<file path="config.mk">
export PLATFORM = sky130hd
export DESIGN_NAME = csc_top
export DESIGN_NICKNAME = d
export VERILOG_FILES = /design/src/hdl/csc_pkg.sv /design/src/hdl/csc_sync.sv /design/src/hdl/csc_top.sv
export SDC_FILE = /design/constraint.sdc
export NUM_CORES = 1
export LEC_CHECK = 0
export ABC_AREA = 1
export BUFFER_PORTS_ARGS = -buffer_cell sky130_fd_sc_hd__buf_2
export CAP_MARGIN = 30
export CELL_PAD_IN_SITES_DETAIL_PLACEMENT = 1
export CELL_PAD_IN_SITES_GLOBAL_PLACEMENT = 2
export CORE_MARGIN = 1.5
export CORE_UTILIZATION = 31
export DETAILED_ROUTE_END_ITERATION = 10
export PLACE_DENSITY_LB_ADDON = 0.1
export SLEW_MARGIN = 25
export SYNTH_ARGS = -nofsm -noshare
export SYNTH_HDL_FRONTEND = slang
export SYNTH_HIERARCHICAL = 1
export SYNTH_SLANG_ARGS = --single-unit
</file>
<file path="constraint.sdc">
create_clock -name clk -period 3.95 [get_ports clk]
set_input_delay 0.395 -clock clk [delete_from_list [all_inputs] [get_ports clk]]
set_output_delay 0.395 -clock clk [all_outputs]
set_load 0.02 [all_outputs]
</file>
<file path="src/hdl/csc_pkg.sv">
// Constants, types and field layout for the clock synthesizer control block.
// Function
// - Mode pin high at reset selects the synthesizer as system clock source.
// - Mode pin low at reset disables synthesizer; control bits are ignored.
// - Rate changes never disturb stored register contents.
// - Lock status bit readable in the synthesizer control register.
// - Chip held in reset until the synthesizer reports lock, or until the strap selects external mode.
// - Any comparator input change forces a new lock acquisition.
// - Doubler bit with speed bit clear doubles clock outside the loop with no relock.
// - Speed bit drives a 3-bit feedback prescaler, VCO four times faster with doubler clear.
// - Modulus field loads a modulo 64 down counter dividing by field+1.
// - Writes changing speed bit or modulus field start a relock interval.
// - System multiplier is 4 times (modulus+1) times (4^speed + doubler).
// - VCO multiplier is system multiplier times (2 minus doubler).
// - Reset value selects modulus 63, both prescaler bits clear, times 256.
// - Control register readable and writable at any time.
package csc_pkg;
   localparam int CTRL_W = 16;
   localparam int MOD_W = 6;
   localparam int MOD_LSB = 8;
   localparam int SPEED_BIT = 15;
   localparam int DBL_BIT = 14;
   localparam int LOCK_BIT = 3;
   localparam logic [15:0] CTRL_RESET = 16'h3F00;
   localparam logic [15:0] CTRL_WMASK = 16'hFFF7;
   localparam int MULT_W = 12;
   localparam int MULT_BASE = 4;
   localparam int PRESC_W = 3;
   // Lock time in microseconds, and its count at 40 MHz.
   localparam int CLK_MHZ = 40;
   localparam int LOCK_TIME_US = 20000;
   localparam int LOCK_CYCLES = LOCK_TIME_US * CLK_MHZ;
   localparam int SYNC_STAGES = 2;

   typedef struct packed {
      logic speed;
      logic dbl;
      logic [MOD_W-1:0] modulus;
   } csc_ctrl_t;

   typedef struct packed {
      logic [MULT_W-1:0] sys_mult;
      logic [MULT_W-1:0] vco_mult;
   } csc_mult_t;
endpackage

</file>
<file path="src/hdl/csc_sync.sv">
// Two-flop synchroniser for pin inputs.
`timescale 1ns/1ps
module csc_sync #(
   parameter int WIDTH = 1
) (
   // Clock and reset
   input wire logic clk,
   input wire logic nrst,
   // Data
   input wire logic [WIDTH-1:0] d,
   output logic [WIDTH-1:0] q
);
   logic [WIDTH-1:0] meta_q;

   always_ff @(posedge clk or negedge nrst) begin
      if (!nrst) begin
         meta_q <= '0;
         q <= '0;
      end else begin
         meta_q <= d;
         q <= meta_q;
      end
   end
endmodule

</file>
<file path="src/hdl/csc_top.sv">
// Clock synthesizer control: mode strap, control register, lock sequencing.
`timescale 1ns/1ps
module csc_top #(
   parameter int LOCK_CYCLES = csc_pkg::LOCK_CYCLES
) (
   // Clock and reset
   input wire logic clk,
   input wire logic nrst,
   // Pins
   input wire logic clock_source_select_pin,
   input wire logic reference_change,
   // Control register access
   input wire logic ctrl_wr,
   input wire logic [15:0] ctrl_wdata,
   output logic [15:0] synth_control_reg,
   // Status and clock settings
   output logic synth_lock_flag,
   output logic synth_enable,
   output logic chip_reset_hold,
   output csc_pkg::csc_ctrl_t synth_ctrl,
   output csc_pkg::csc_mult_t synth_mult
);
   localparam int CW = $clog2(LOCK_CYCLES + 1);
   localparam logic [CW-1:0] LOCK_LAST = CW'(LOCK_CYCLES - 1);
   localparam logic [CW-1:0] STRAP_LAST = CW'(csc_pkg::SYNC_STAGES);

   typedef enum logic [1:0] {
      CSC_STRAP,
      CSC_ACQUIRE,
      CSC_LOCKED,
      CSC_EXTERNAL
   } csc_state_t;

   csc_state_t state_q;
   csc_state_t state_d;
   logic mode_s;
   logic refchg_s;
   logic [15:0] ctrl_q;
   logic [15:0] ctrl_d;
   logic [CW-1:0] cnt_q;
   logic [CW-1:0] cnt_d;
   logic mode_q;
   logic hold_q;
   logic lock_q;

   ////////////////////////////////////////////////////////////////////////
   csc_sync #(.WIDTH(2)) u_sync (
      .clk(clk),
      .nrst(nrst),
      .d({clock_source_select_pin, reference_change}),
      .q({mode_s, refchg_s})
   );

   ////////////////////////////////////////////////////////////////////////
   // Register decode and relock detection.
   wire [15:0] wr_val = ctrl_wdata & csc_pkg::CTRL_WMASK;
   wire speed_chg = ctrl_wr &&
      (wr_val[csc_pkg::SPEED_BIT] != ctrl_q[csc_pkg::SPEED_BIT]);
   wire [csc_pkg::MOD_W-1:0] mod_new =
      wr_val[csc_pkg::MOD_LSB +: csc_pkg::MOD_W];
   wire mod_chg = ctrl_wr &&
      (mod_new != ctrl_q[csc_pkg::MOD_LSB +: csc_pkg::MOD_W]);
   wire relock = mode_q && (speed_chg || mod_chg || refchg_s);
   wire cnt_done = (cnt_q == LOCK_LAST);

   // Writes land at any time; the doubler alone never restarts lock.
   assign ctrl_d = ctrl_wr ? wr_val : ctrl_q;

   ////////////////////////////////////////////////////////////////////////
   // Sequencer: strap catch after release, acquire, locked, external.
   always_comb begin
      state_d = state_q;
      cnt_d = cnt_q;
      case (state_q)
         CSC_STRAP: begin
            // The pin level needs the synchroniser depth to arrive.
            if (cnt_q == STRAP_LAST) begin
               cnt_d = '0;
               state_d = mode_s ? CSC_ACQUIRE : CSC_EXTERNAL;
            end else begin
               cnt_d = cnt_q + CW'(1);
            end
         end
         CSC_ACQUIRE: begin
            if (relock) begin
               cnt_d = '0;
            end else if (cnt_done) begin
               state_d = CSC_LOCKED;
            end else begin
               cnt_d = cnt_q + CW'(1);
            end
         end
         CSC_LOCKED: begin
            if (relock) begin
               cnt_d = '0;
               state_d = CSC_ACQUIRE;
            end
         end
         CSC_EXTERNAL: begin
            cnt_d = '0;
         end
         default: begin
            state_d = CSC_STRAP;
            cnt_d = '0;
         end
      endcase
   end

   ////////////////////////////////////////////////////////////////////////
   always_ff @(posedge clk or negedge nrst) begin
      if (!nrst) begin
         state_q <= CSC_STRAP;
         cnt_q <= '0;
         ctrl_q <= csc_pkg::CTRL_RESET;
         mode_q <= 1'b0;
         hold_q <= 1'b1;
         lock_q <= 1'b0;
      end else begin
         state_q <= state_d;
         cnt_q <= cnt_d;
         ctrl_q <= ctrl_d;
         if (state_q == CSC_STRAP) begin
            mode_q <= mode_s;
         end
         lock_q <= (state_d == CSC_LOCKED);
         if (state_d == CSC_LOCKED || state_d == CSC_EXTERNAL) begin
            hold_q <= 1'b0;
         end
      end
   end

   ////////////////////////////////////////////////////////////////////////
   // Frequency settings seen by the analogue loop.
   wire spd = ctrl_q[csc_pkg::SPEED_BIT];
   wire dbl = ctrl_q[csc_pkg::DBL_BIT];
   wire [csc_pkg::MOD_W-1:0] modv = ctrl_q[csc_pkg::MOD_LSB +: csc_pkg::MOD_W];
   // Feedback prescaler of 3 bits: 4^speed is 1 or 4.
   wire [csc_pkg::PRESC_W-1:0] presc = spd ? 3'h4 : 3'h1;
   wire [csc_pkg::MULT_W-1:0] div_fb =
      csc_pkg::MULT_W'({1'b0, modv} + 7'h01);
   wire [csc_pkg::MULT_W-1:0] pre_sum =
      csc_pkg::MULT_W'(presc) + csc_pkg::MULT_W'(dbl);
   wire [csc_pkg::MULT_W-1:0] sys_m =
      csc_pkg::MULT_W'(div_fb * pre_sum * csc_pkg::MULT_W'(csc_pkg::MULT_BASE));
   wire [csc_pkg::MULT_W-1:0] vco_m =
      dbl ? sys_m : csc_pkg::MULT_W'(sys_m << 1);

   assign synth_control_reg = {ctrl_q[15:4], lock_q, ctrl_q[2:0]};
   assign synth_lock_flag = lock_q;
   assign synth_enable = mode_q;
   assign chip_reset_hold = hold_q;
   // Outside synthesizer mode the control bits have no effect.
   assign synth_ctrl = mode_q ? {spd, dbl, modv} : '0;
   assign synth_mult = mode_q ? {sys_m, vco_m} : '0;
endmodule

</file>
==> results.md <==
- Status: completed
- Buf+Inv Stages, Crit Path: 1
- Slowest-stage cell, CP: dfstp_2
- Min setup slack post-route: 17.8 ps
- Gpl congestion: 0.829
- Final Hold Fails: 0
- Cell occurring most often along the worst timing path: nand2_2
- Register area share after synthesis: 32.0%
- Yosys top cell area share: 26.7%
- Util after Layout: 41.0%
- Static Leak: 2.35 nW
- Clock latency on the worst-skew pair: 310 ps
- Critical-path cell list: ha_4, xnor2_4, nor2_1, ha_1, fa_1, ha_1, nand3_2, nand2_2, nand2_2, nand2_2, nand2_2, nand2_2, xor2_2, nor2_2, o21a_1, buf_6
- Max Transition Viols Final: 0
- R2R Path Start: ctrl_q[8]
- ANT cells: 0
- 1st-iter DRT viols: 107
- Max-cap check violation count: 0
- Hold Path Class: in2async
- Slew Limit Headroom: 53.1%
- Period utilization: 99.5%
- Clock sinks: 44
- Avg WL per Cell: 13.9 microns
- Cell taking the most area after synthesis: dfrtp_1
- CTS Buffer Depth: 2
- Worst setup EP type: output port
- Number of hold buffers added after CTS: 0
- Setup TNS: 0 ps
- H-tree Lvls: 2
- Reg clk slew, reported paths: 90 ps
- First-pass GRT wire length: 16.5 mm
- Worst VDD drop: 0.000217 V
- Initial Util: 31.9%
- Antenna Nets Post-Route: 0
- Worst slew pin tran: 701 ps
- I/O Pins: 72
- CTS tree: yes
- PortBufs: 66
- Synth unique cells: 40
- Setup WS pre-CTS: 105 ps
- Initial antenna violation count: 0
- HPWL Detailed: 7.52 mm
- Drt pass-1 iters: 4
- Ys Warns: 6
- Tmin final: 3930 ps
- Fmax: 254 MHz
- Nets: 616
- Residual DRC: 0
- Layout area overhead: 28.6%
- DP Cell Count: 688
- Worst-path fanout max: 4
- CTS Root Cell: clkbuf_8
- EDFF count, synth: 0
- Synth Flop Type: dfrtp_1
- Clk_skew: 4.47 ps
- Width of the die: 109 microns
- Worst Path Required: 3560 ps
- Ys async rst share: 100%
- Share of cells above drive strength 1: 28.9%
- Num CTS Buffers: 5
- Crit path launch type: flop
- Worst EP arrival: 3540 ps
- RSZ-0062 raised after global routing: true
- Via count: 3282
- Vias in the first global route: 3387
- Die area: 11800 sq um
- Slowest Stage Delay on Critical Path: 630 ps
- Final setup fails: 0
- Delay-heaviest family, CP: adder cells
- Mapped cell area: 3470 sq um
- WS Path Type: reg2out
- Total Routing Usage GR: 17.8%
- Post-route insts no fill: 710
- CP Launch Point: ctrl_q[8]
- DR vias/cell: 4.62
- Most frequent cell after synthesis: nand2_1
- Post-DP Area: 3960 sq um
- Gr ovfl total: 0
- Mapped Cells: 485
- Dominant cells by area after synthesis: dfrtp_1 27%, nand2_1 14%, inv_1 8.6%
- Pwr/cell area: 274 nW/um^2
- Total routed wirelength: 9.84 mm
- Core footprint: 10900 sq um
- Rows: 38
- Syn_area_per_cell: 7.16 sq um
- Final Cell Area: 4470 sq um
- Vert. Die Dim: 109 microns
- Largest net degree at the start of global routing: 45
- Synth Register Bits: 44
- List of most frequent post-synthesis cells: 133 x nand2_1, 80 x inv_1, 50 x nor2_1
==> repair_timing <==
action	in CTS	in global routing
pin swaps	21	34
cloned	0	0
buffers inserted	8	6
setup endpoints to repair	8	8
gates resized for setup	23	41
==> metal layers <==
layer | GRT usage, % | vias up | routed length [microns]
li1 | - | 1661 | -
met1 | 24.6 | 1575 | 4830
met2 | 29.4 | 41 | 4670
met3 | 2.57 | 5 | 241
met4 | 3.95 | 0 | 94
met5 | 0 | - | 0
==> cells by family (layout without fill, tap and decap cells) <==
kind of cell	count (synthesis)	in the layout	synth area share, %
mux	9	9	2.92
other cells	1	4	0.108
simple gates	242	242	29.9
xor+xnor	29	29	7.32
compound gates	37	37	5.77
fa+ha+maj	26	26	10.5
buf+inv	97	179	11.5
flops	44	44	32.0
==> worst paths after layout <==
check / to / slack (ps) / depth (start not counted)
setup / recovery: synth_mult[10] / 20 / 16
hold / removal: ctrl_q[1] / 170 / 2
setup reg to reg: cnt_q[13] / 1560 / 14
hold reg to reg: u_sync/q[1] / 360 / 0
max in group asynchronous: ctrl_q[15] / 3360 / 2
min in group clk: u_sync/meta_q[1] / 180 / 1
==> state kept, by name, indices dropped and copies added, names as in the netlist <==
| name | cells |
|---|---|
| cnt_q | 20 |
| u_sync/meta_q | 2 |
| synth_lock_flag | 1 |
| state_q | 2 |
| u_sync/q | 2 |
| synth_enable | 1 |
| ctrl_q | 15 |
| chip_reset_hold | 1 |
==> placed cells by master, fill, tap and decap left out, types with 5 or more instances in the layout <==
cell type,n
xor2_2,5
dfstp_2,7
nand2_2,9
inv_1,74
nor2_1,46
nand2_1,125
nor3_1,6
buf_2,60
ha_1,16
buf_4,22
xor2_1,15
nand3_1,24
buf_6,6
a21oi_1,7
dfrtp_1,36
o21ai_0,12
nand4_1,9
mux2_2,9
o21ai_1,10
clkbuf_8,5
inv_2,8
xnor2_1,6
nor2_2,5
==> cell type report <==
| type | instances | area [sq um] |
|---|---|---|
| clock buffer | 5 | 68.8 |
| clock inverter | 3 | 47.5 |
| fill | 1392 | 6420 |
| tap | 140 | 175 |
| inverter | 83 | 312 |
| timing repair buffer | 88 | 533 |
| sequential | 44 | 1110 |
| multi-input combinational | 347 | 2220 |
==> power breakdown <==
part           switching [mW]  internal (mW)
clock network           0.180          0.191
registers              0.0151          0.472
logic                   0.203          0.163
==> stage by stage <==
stage / power (mW) / hold slack [ps]
after floorplan: 0.673 / 99.4
after global placement: 0.754 / 333
after detailed placement: 0.758 / 344
after CTS: 1.19 / 169
after global routing: 1.30 / 164
final: 1.22 / 168
Power figures use the tool's default switching activity.
